==> src/pkg/bob_pkg.sv <==
// constants and types shared by the bit-op and branch decode block
// assumes a four-phase instruction cycle made of core clock cycles
`default_nettype none

package bob_pkg;

  // ************************************************************
  // instruction encodings and field positions
  // ************************************************************
  localparam logic [3:0] OPC_SKIP_CLR  = 4'hB;   // bit test, skip if clear
  localparam logic [3:0] OPC_TOGGLE    = 4'h7;   // bit toggle
  localparam logic [7:0] OPC_BR_OV     = 8'hE4;  // branch on overflow
  localparam logic [7:0] OPC_BR_ZERO   = 8'hE0;  // branch on zero
  localparam int         NIB_LSB       = 12;     // upper nibble position
  localparam int         BYTE_LSB      = 8;      // upper byte position
  localparam int         BIT_IDX_LSB   = 9;      // 3-bit bit index
  localparam int         ACC_BIT_POS   = 8;      // access bit
  localparam int         FADDR_LSB     = 0;      // 8-bit file address / offset

  // ************************************************************
  // sizes, reset values and cycle counts
  // ************************************************************
  localparam int         WORD_W        = 16;
  localparam int         BYTE_W        = 8;
  localparam int         BANK_W        = 4;
  localparam int         PC_W          = 21;
  localparam int         NUM_PHASES    = 4;
  localparam logic [3:0] ACCESS_BANK   = 4'h0;   // bank used when access bit is 0
  localparam logic [7:0] BYTE_RST      = 8'h00;
  localparam logic [1:0] NOPS_ONE      = 2'h1;   // one forced no-op cycle
  localparam logic [1:0] NOPS_TWO      = 2'h2;   // skip over a two-word instruction
  localparam int         PC_STEP       = 2;      // bytes per instruction word

  // ************************************************************
  // phases, operations and states
  // ************************************************************
  typedef enum logic [1:0] {
    PH_Q1 = 2'b00,
    PH_Q2 = 2'b01,
    PH_Q3 = 2'b10,
    PH_Q4 = 2'b11
  } bob_phase_t;

  typedef enum logic [2:0] {
    OP_NONE   = 3'b000,
    OP_SKIP   = 3'b001,
    OP_TOGGLE = 3'b010,
    OP_BR_OV  = 3'b011,
    OP_BR_Z   = 3'b100
  } bob_op_t;

  typedef enum logic [0:0] {
    ST_RUN = 1'b0,
    ST_NOP = 1'b1
  } bob_state_t;

endpackage : bob_pkg

`default_nettype wire

==> src/design/bob_exec.sv <==
// decode and execution of bit test/skip, bit toggle and two relative branches
// assumes the fetch unit offers one instruction word per cycle at Q1 and a
// data memory that returns read data in the cycle after the read strobe
//
// The register addresses and the plain strobed port are this design's own decisions.
`default_nettype none

// Behaviour
// - upper nibble 1011 tests a bit and skips the next instruction when clear.
// - on a skip the already fetched instruction is discarded and a no-op runs.
// - skip test takes one cycle, two when skipping, three over two-word code.
// - access bit 0 picks the access bank, 1 picks the bank register.
// - upper nibble 0111 decodes as toggle with bit index, access bit, address.
// - toggle inverts one bit of the byte, read-process-write in one cycle.
// - upper byte 1110 0100 decodes as branch on overflow with 8-bit offset.
// - branch on overflow jumps only with overflow set, else falls through.
// - taken branch offset is signed -128..127, doubled and added.
// - branch target equals own address plus two plus twice the offset.
// - upper byte 1110 0000 decodes as branch on zero with 8-bit offset.
// - branch on zero jumps only with zero flag set, else falls through.
module bob_exec
  import bob_pkg::*;
#(
  parameter int         ADDR_PC_W = PC_W,
  parameter logic [3:0] ACC_BANK  = ACCESS_BANK
)
(
  // clock and reset
  input  wire logic                     core_clk,
  input  wire logic                     arst_n,
  // instruction from fetch
  input  wire logic [WORD_W-1:0]        instr_word,
  input  wire logic                     instr_valid,
  input  wire logic [ADDR_PC_W-1:0]     instr_pc,
  input  wire logic                     next_two_word,
  // core state
  input  wire logic                     flag_ov,
  input  wire logic                     flag_z,
  input  wire logic [BANK_W-1:0]        bsr,
  // data memory
  input  wire logic [BYTE_W-1:0]        dm_rdata,
  output var  logic [BANK_W+BYTE_W-1:0] dm_addr,
  output var  logic                     dm_rd,
  output var  logic                     dm_wr,
  output var  logic [BYTE_W-1:0]        dm_wdata,
  // program counter
  output var  logic                     pc_wr,
  output var  logic [ADDR_PC_W-1:0]     pc_wdata,
  // cycle status
  output var  bob_phase_t               q_phase,
  output var  logic                     cyc_end,
  output var  logic                     nop_cycle,
  output var  logic                     flags_hold
);

  // ************************************************************
  // elaboration checks and helpers
  // ************************************************************
  // refused at elaboration: the sign extension below needs at least ten bits
  if (ADDR_PC_W < 10)
  begin : g_pc_w_chk
    $error("bob_exec: program counter too narrow for a doubled offset");
  end

  // one-hot mask for a 3-bit bit index
  function automatic logic [BYTE_W-1:0] bob_mask(input logic [2:0] idx);
    logic [BYTE_W-1:0] m;
    m = BYTE_RST;
    m[idx] = 1'b1;
    return m;
  endfunction

  // classify an instruction word of this group
  function automatic bob_op_t bob_decode(input logic [WORD_W-1:0] w);
    bob_op_t op;
    op = OP_NONE;
    if (w[NIB_LSB +: 4] == OPC_SKIP_CLR)
    begin
      op = OP_SKIP;
    end
    else if (w[NIB_LSB +: 4] == OPC_TOGGLE)
    begin
      op = OP_TOGGLE;
    end
    else if (w[BYTE_LSB +: 8] == OPC_BR_OV)
    begin
      op = OP_BR_OV;
    end
    else if (w[BYTE_LSB +: 8] == OPC_BR_ZERO)
    begin
      op = OP_BR_Z;
    end
    return op;
  endfunction

  // ************************************************************
  // phase generator
  // ************************************************************
  bob_qphase #(
    .NPH (NUM_PHASES)
  ) u_qphase (
    .core_clk (core_clk),
    .arst_n   (arst_n),
    .q_phase  (q_phase),
    .cyc_end  (cyc_end)
  );

  // ************************************************************
  // decode at Q1
  // ************************************************************
  bob_state_t             st_r;
  bob_op_t                op_r;
  bob_op_t                dec_nxt;
  logic [2:0]             bit_r;
  logic [7:0]             off_r;
  logic [ADDR_PC_W-1:0]   pc_r;
  logic                   skip_r;
  logic                   two_r;
  logic [1:0]             nop_left_r;
  logic                   taken_nxt;
  logic [ADDR_PC_W-1:0]   target_nxt;
  logic                   take_q1;

  // a fetched word is only taken in a normal cycle; in a no-op cycle it is
  // the discarded one, so it must never reach the decoder
  assign take_q1 = (q_phase == PH_Q1) && (st_r == ST_RUN) && instr_valid;
  assign dec_nxt = bob_decode(instr_word);

  // latch the fields of the instruction being executed
  always_ff @(posedge core_clk or negedge arst_n)
  begin
    if (!arst_n)
    begin
      op_r  <= OP_NONE;
      bit_r <= 3'h0;
      off_r <= BYTE_RST;
      pc_r  <= '0;
    end
    else if (q_phase == PH_Q1)
    begin
      op_r  <= take_q1 ? dec_nxt : OP_NONE;
      bit_r <= instr_word[BIT_IDX_LSB +: 3];
      off_r <= instr_word[FADDR_LSB +: 8];
      pc_r  <= instr_pc;
    end
  end

  // ************************************************************
  // data memory read in Q2
  // ************************************************************
  // address is set up with the strobe so the bank cannot change under it
  always_ff @(posedge core_clk or negedge arst_n)
  begin
    if (!arst_n)
    begin
      dm_rd   <= 1'b0;
      dm_addr <= '0;
    end
    else
    begin
      dm_rd <= take_q1 && ((dec_nxt == OP_SKIP) || (dec_nxt == OP_TOGGLE));
      if (take_q1)
      begin
        dm_addr <= {(instr_word[ACC_BIT_POS] ? bsr : ACC_BANK),
                    instr_word[FADDR_LSB +: 8]};
      end
    end
  end

  // ************************************************************
  // process in Q3: bit test, toggle data, branch condition
  // ************************************************************
  // the offset is sign extended and doubled before the add
  assign target_nxt = ADDR_PC_W'(pc_r + ADDR_PC_W'(PC_STEP)
                      + {{(ADDR_PC_W-9){off_r[7]}}, off_r, 1'b0});
  assign taken_nxt  = ((op_r == OP_BR_OV) && flag_ov)
                   || ((op_r == OP_BR_Z) && flag_z);

  // write strobes stand for the Q4 cycle only
  always_ff @(posedge core_clk or negedge arst_n)
  begin
    if (!arst_n)
    begin
      dm_wr    <= 1'b0;
      dm_wdata <= BYTE_RST;
      pc_wr    <= 1'b0;
      pc_wdata <= '0;
      skip_r   <= 1'b0;
      two_r    <= 1'b0;
    end
    else if (q_phase == PH_Q3)
    begin
      dm_wr    <= (op_r == OP_TOGGLE);
      dm_wdata <= dm_rdata ^ bob_mask(bit_r);
      pc_wr    <= taken_nxt;
      pc_wdata <= target_nxt;
      skip_r   <= (op_r == OP_SKIP) && !dm_rdata[bit_r];
      two_r    <= next_two_word;
    end
    else
    begin
      dm_wr <= 1'b0;
      pc_wr <= 1'b0;
    end
  end

  // ************************************************************
  // forced no-op cycles after a skip or a taken branch
  // ************************************************************
  // a skip over a two-word instruction needs both words thrown away
  always_ff @(posedge core_clk or negedge arst_n)
  begin
    if (!arst_n)
    begin
      st_r       <= ST_RUN;
      nop_left_r <= 2'h0;
      nop_cycle  <= 1'b0;
    end
    else if (q_phase == PH_Q4)
    begin
      unique case (st_r)
        ST_RUN:
        begin
          if (skip_r)
          begin
            st_r       <= ST_NOP;
            nop_left_r <= two_r ? NOPS_TWO : NOPS_ONE;
            nop_cycle  <= 1'b1;
          end
          else if (pc_wr)
          begin
            st_r       <= ST_NOP;
            nop_left_r <= NOPS_ONE;
            nop_cycle  <= 1'b1;
          end
        end
        ST_NOP:
        begin
          nop_left_r <= 2'(nop_left_r - 2'h1);
          if (nop_left_r == NOPS_ONE)
          begin
            st_r      <= ST_RUN;
            nop_cycle <= 1'b0;
          end
        end
      endcase
    end
  end

  // ************************************************************
  // status flag protection
  // ************************************************************
  // the flag logic holds its flags while this is high from Q2 to Q4
  always_ff @(posedge core_clk or negedge arst_n)
  begin
    if (!arst_n)
    begin
      flags_hold <= 1'b0;
    end
    else if (q_phase == PH_Q1)
    begin
      flags_hold <= take_q1 && (dec_nxt != OP_NONE);
    end
    else if (q_phase == PH_Q4)
    begin
      flags_hold <= 1'b0;
    end
  end

  logic skip_go;
  logic br_idle;
  assign skip_go = (q_phase == PH_Q4) && (st_r == ST_RUN) && skip_r;
  assign br_idle = (q_phase == PH_Q3) && ((op_r == OP_BR_OV) || (op_r == OP_BR_Z))
                   && !taken_nxt;
endmodule // bob_exec

`default_nettype wire

==> src/design/bob_qphase.sv <==
// phase generator: splits the core clock into four instruction phases
// assumes one free-running core clock and an asynchronous active-low reset
`default_nettype none

module bob_qphase
  import bob_pkg::*;
#(
  parameter int NPH = NUM_PHASES
)
(
  // clock and reset
  input  wire logic       core_clk,
  input  wire logic       arst_n,
  // phase outputs
  output var  bob_phase_t q_phase,
  output var  logic       cyc_end
);

  // ************************************************************
  // phase counter
  // ************************************************************
  // the two-bit phase code only wraps correctly for four phases
  if (NPH != 4)
  begin : g_nph_chk
    $error("bob_qphase: only a four-phase cycle is supported");
  end

  // counts Q1..Q4 and wraps; cyc_end marks the Q3 cycle so it is high in Q4
  always_ff @(posedge core_clk or negedge arst_n)
  begin
    if (!arst_n)
    begin
      q_phase <= PH_Q1;
      cyc_end <= 1'b0;
    end
    else
    begin
      q_phase <= bob_phase_t'(q_phase + 2'h1);
      cyc_end <= (q_phase == PH_Q3);
    end
  end

endmodule // bob_qphase

`default_nettype wire

==> config.mk <==
export PLATFORM = sky130hd
export DESIGN_NAME = bob_exec
export DESIGN_NICKNAME = d
export VERILOG_FILES = /design/src/pkg/bob_pkg.sv /design/src/design/bob_exec.sv /design/src/design/bob_qphase.sv
export SDC_FILE = /design/constraint.sdc
export NUM_CORES = 1
export LEC_CHECK = 0
export BUFFER_PORTS_ARGS = -buffer_cell sky130_fd_sc_hd__buf_2
export CORE_UTILIZATION = 55
export DETAILED_ROUTE_END_ITERATION = 10
export PLACE_DENSITY = 0.8
export SYNTH_ARGS = -nofsm -noshare
export SYNTH_HDL_FRONTEND = slang
export SYNTH_HIERARCHICAL = 1
export SYNTH_SLANG_ARGS = --single-unit
==> constraint.sdc <==
create_clock -name core_clk -period 3.2 [get_ports core_clk]
set_clock_uncertainty 0.2 [all_clocks]
set_input_delay 0.64 -clock core_clk [delete_from_list [all_inputs] [get_ports core_clk]]
set_output_delay 0.64 -clock core_clk [all_outputs]
set_load 0.1 [all_outputs]
# After elaboration in Yosys (flattened, before gate mapping)
# Cells that the tools add are included.
totals:
  register_bits: 89
  out_inout_bits: 49
  input_bits: 55
  elab_cells: 83
op_classes:
  order_cmp: 2
  muxes: 26
  addsub: 4
  n_bitwise: 2
  n_reduce_logical: 16
  eq_ne: 15
op_table:
  columns: ["op", "count"]
  rows:
  - ["adder 21 x 2 -> 21 bit (second input constant)", 1]
  - ["adder 21 bit", 1]
  - ["== test 8 bit (second input constant)", 2]
  - ["two-way mux 3 bit", 5]
  - ["two-way mux 1 bit", 12]
  - ["== test 3 x 2 -> 1 bit (second input constant)", 3]
  - ["logical AND 1 bit", 8]
  - ["bitwise XOR 8 bit", 1]
  - ["== test 3 x 1 -> 1 bit (second input constant)", 2]
  - ["two-way mux 2 bit", 3]
  - ["== test 2 bit (second input constant)", 2]
  - ["== test 4 x 3 -> 1 bit (second input constant)", 1]
  - ["== test 4 bit (second input constant)", 1]
  - ["less-than comparator 3 x 4 -> 1 bit (second input constant)", 1]
  - ["two-way mux 4 bit", 1]
  - ["one-hot mux 1 bit (2 select lines)", 2]
  - ["one-hot mux 2 bit (2 select lines)", 1]
  - ["binary-select mux 1 bit (select 3 bit)", 1]
  - ["demux 1 bit (select 3 bit)", 1]
  - ["== test 3 bit (second input constant)", 1]
  - ["greater-or-equal comparator 3 x 1 -> 1 bit (second input constant)", 1]
  - ["!= test 3 bit (second input constant)", 1]
  - ["AND reduction 3 bit", 1]
  - ["nonzero test 3 bit", 1]
  - ["other kinds (10)", 11]

# Logic depth before layout (Yosys ltp)
logic_depth:
  word_depth: 8
  ltp_mapped: 12
  mapped_depth_nobuf: 12

# Cells and area by module
# The synthesis kept the hierarchy.
by_module_without_submodules:
  columns: ["module", "cells_per_inst", "area_per_inst_um2", "instances"]
  rows:
  - ["bob_exec", 436, 4783.3, 1]
  - ["bob_qphase", 6, 95.1, 1]

# Worst setup path after synthesis
# Ideal clock, no wire load.
synth_timing:
  path_kind: "reg-to-reg"
  from: "reg off_r[7]"
  to: "reg pc_wdata[19]"
  n_path_buf: 1
  setup_time_ns: 0.092
  arrival_time_ns: 2.511
  path_stages_with_launch: 10
  slack_ns: 0.397
  path_cell_list: "dfrtp_1 ha_1 ha_1 buf_6 a21oi_1 or2b_1 a21oi_2 nor4_1 o41a_1 o31ai_2"
synth_between:
  elab_chain_cells: 1
synth_rtl:
  columns: ["item", "line_no", "text"]
  rows:
  - ["start, declared", "bob_exec.sv:115", "logic [7:0] off_r;"]
  - ["start signal, assigned", "bob_exec.sv:143", "off_r <= instr_word[FADDR_LSB +: 8];"]
  - ["adder 21 bit", "bob_exec.sv:175", "+ {{(ADDR_PC_W-9){off_r[7]}}, off_r, 1'b0});"]
  - ["end signal, assigned", "bob_exec.sv:196", "pc_wdata <= target_nxt;"]
  - ["end, declared", "bob_exec.sv:48", "output var logic [ADDR_PC_W-1:0] pc_wdata,"]
# No other way between the ends.
# A chain may end at the register's enable or synchronous reset.

# Worst setup path after layout
layout_timing:
  from: "reg off_r[7]"
  to: "reg pc_wdata[14]"
# The elaborated chain is that of the path after synthesis.

==> metrics list <==
* Total of hold buffers inserted after clock tree synthesis: 0
* TritonCTS clock tree: yes
- Maximum clock frequency: 339 MHz
- Setup TNS: 0 ps
- Diode count: 0
* Fill cell count: between 600 and 700
- Post-CTS Setup Bufs: 0
* Most common cell after layout, fill and taps aside: buf_2
- Worst Max-Slew Pin Slew: 729 ps
- Crit path top cell by count: ha_1
- In this run, flip-flops and latches consume 38.0% of the power.
* Net Sw Frac: 47.1%
- Area Growth Syn to Fin: 16.2%
- Slack of the worst reg-to-reg path: 250 ps
* Overall die height: approximately 96 um
- Sequential cells were found to cover a little under half of the synthesized design area.
* Starting DRC count in detailed routing: roughly 190
- The critical path goes through ha_1 -> ha_1 -> a21o_1 -> nor2_1 -> nand4b_1 -> a31oi_2 -> xnor2_1 -> mux2_2.
* Critical path type: reg -> reg
- The number of max-slew violations in the final report was 0.
- The most critical setup path has its startpoint at off_r[7].
* GP Congestion: 0.923
- Number of max-cap violations: 0
- Endpoint type of the worst setup path: flop
- After synthesis, the share of flip-flops with an asynchronous set or reset is 100%.
* Final layout net count: 642
- Vias in the first global route: 3600
- Per report_power, the clock group accounts for 20.2% of the total.
- Clock-pin slew was measured on the worst setup and hold paths at 90 ps.
* Number of endpoints failing setup at the final stage: 0
* Proportion of layout cells with a drive suffix above 1: approximately 34%
* Post-DP HPWL: between 7000 and 8000 um
- CP peak stage delay: 530 ps
- Chip Width: 96.2 um
* Seq cells post-synth: 89
- In this run the worst hold path is classified as in -> async.
- Peak fanout along the critical path: 10
* Total nets after synthesis: 540
- Post-route antenna net violation count: 0
- Leak pwr: 2.70 nW
- Source-to-sink clock delay at the later pin of the worst-skew pair: 370 ps
* Buffers added on ports: 103
- Result of the run: completed
- In this run, the combinational gates consume about two fifths of the power.
* Number of search-and-repair iterations in the first detailed-routing pass: 4
- For this run, the leading register cell type out of synthesis is dfrtp_1.
- Worst reg2reg path depth: 8
- In this run the number of H-tree levels came out at 3.
- Global routing consumed, over all layers together, 24.2% of the routing resources.
- Leading area contributor after synthesis: dfrtp_1
- The first global-routing pass estimated 16900 um of wire.
- The most critical setup path has its endpoint at pc_wdata[14].
- The synthesized netlist contains 61 unique library cells.
- Using the TritonRoute via totals, the vias-per-cell ratio works out to 5.63.
- CTS sink cnt: between 80 and 90
* I/O pin count: 104
- The count of final hold-check violations is 0.
- Initial standard-cell utilization of the core: 58.2%
- Data on the critical path arrives at its endpoint at 3000 ps.
- The top cell types in the final layout, fill and taps aside, are 102 x buf_2, 89 x dfrtp_1, 51 x mux2_2.
* TritonCTS buffer count: 9
* Multi-input gate area: 2490 um2
* Max rail drop VDD: 580 uV
- Registers take 2230 um2.
- DRT Wirelength: slightly above 10000 um
* PwrDens: ~630 nW/um2
* WL/cell: 15.9 um
- In this run the tightest slew margin relative to its limit is between 50% and 60%.
- The die covers 9250 um2.
- Num rows: 33
- Fraction of the cycle the final worst path needs: approximately 92%
- The number of antenna violations at the first check in global routing came to 0.
* Yosys Warn Count: 6
- Net Switching: 0.00169 W
* Number of buffers on the longest clock path: 2
- At the worst endpoint, the required time is roughly 3300 ps.
- Entering global routing, the biggest net connects 46 pins.
- Internal power comes to 0.00189 W.
* Source of the worst register-to-register timing path: off_r[7]
* Mean post-synth cell area: 11.0 um2
* Cell with the biggest individual delay on the critical path: dfrtp_1
- Most area-consuming cells after synthesis: dfrtp_1 46%, mux2_2 12%, ha_1 11%
- In this run the cell area of the synthesized design comes to 4880 um2.
* Grt ovf: 0
- Synth top area share: 45.7%
* Number of enable-type register cells in the synthesized netlist: 0
* Endpoint of the lowest-slack register-to-register path: pc_wdata[14]
- Count of mapped cells out of synthesis: 442
- Minimum period implied by the final worst setup slack: between 2000 and 3000 ps
- Cells fill 67.7% of the core in the end.
* RSZ-0062 raised after global routing: false
- Root cell of the clock tree: clkbuf_8
* Kind of launch point of the worst setup path: flop
* CTS-repair resized insts: 0
- After detailed routing, the number of remaining DRC violations is 0.
- The core region is around 8400 um2.
- The final route contains 3679 vias.
worst max-delay path, delay by kind of cell, from the launching register on:
family | cells | cell delay, ps
AND/OR/NAND/NOR | 2 | 330
flip-flops | 1 | 530
AO/OA/AOI/OAI | 2 | 630
multiplexers | 1 | 270
XOR/XNOR | 1 | 110
adder cells (fa/ha/maj) | 2 | 770
worst min-delay path by stage:
stage / start / end / slack (ps) / depth (start not counted)
floorplan: arst_n / bit_r[0] / 140 / 0
global placement: op_r[0] / dm_wr / 250 / 1
detailed placement: dm_addr[8] / dm_addr[8] / 270 / 2
CTS: arst_n / pc_r[0] / 80 / 1
global route: arst_n / pc_r[0] / 120 / 1
finish: arst_n / off_r[4] / 70 / 1
cell usage after synthesis, types with 3 or more instances:
cell	number
o21a_1	3
o21ai_0	17
nor3b_1	3
inv_1	19
nand4_1	8
o31ai_1	3
ha_1	42
nand2_1	32
o21ai_1	4
nand3_1	8
nand3b_1	5
nor4_1	3
xor2_1	11
xnor2_1	10
nor2b_1	6
a22oi_1	3
buf_6	3
buf_1	3
mux2_2	51
nor3_1	4
nor2_1	24
a21oi_1	27
clkbuf_1	10
a31oi_1	3
dfrtp_1	89
a21o_1	10
logic make-up after synthesis:
kind of cell,share of synthesized area (%)
muxes,11.8
adders and majority gates,11.2
buffers and inverters,3.33
xor gates and xnor gates,3.77
DFF,45.7
and+or+nand+nor,11.0
AOI/OAI and AO/OA,13.3
cell type report:
class	count	area share (%)
Timing Repair Buffer	108	10.0
Inverter	20	1.32
Clock buffer	10	2.25
Tap cell	105	2.32
Sequential cell	89	39.3
Multi-Input combinational cell	316	43.9
Clock inverter	6	0.883
routing by layer:
metal,part of all wire (%),track usage (%)
met4,1.4,8.96
met2,48,40.6
met1,46,31.5
met3,4.7,3.95
met5,0,0
metrics by stage:
stage / hold slack, ps / area [um2] / setup slack (ps) / instances / power (W)
floorplan: 144 / 4880 / 397 / 442 / 0.00259
global placement: 251 / 5490 / 385 / 638 / 0.00285
detailed placement: 269 / 5490 / 284 / 638 / 0.00287
CTS: 79.9 / 5670 / 255 / 654 / 0.00359
global route: 121 / 5670 / 6.94 / 654 / 0.00373
finish: 67.5 / 5670 / 252 / 654 / 0.00358
state kept, by name, indices dropped and copies added, names as in the netlist:
register          count
dm_addr              12
nop_cycle             1
two_r                 1
dm_rd                 1
nop_left_r            2
op_r                  3
st_r                  1
u_qphase/q_phase      2
dm_wr                 1
skip_r                1
u_qphase/cyc_end      1
pc_wr                 1
flags_hold            1
pc_r                 21
pc_wdata             21
off_r                 8
dm_wdata              8
bit_r                 3
power by group through the flow:
stage,Sequential (W),Combinational [W],Clock [W]
3_3_place_gp,0.00137,0.00147,0
5_1_grt,0.00138,0.00158,0.000774
2_1_floorplan,0.00218,0.000404,0
3_5_place_dp,0.00138,0.00149,0
4_1_cts,0.00136,0.00150,0.000734
6_report,0.00136,0.00149,0.000724
Note: power is estimated with default switching activity, not from simulation.
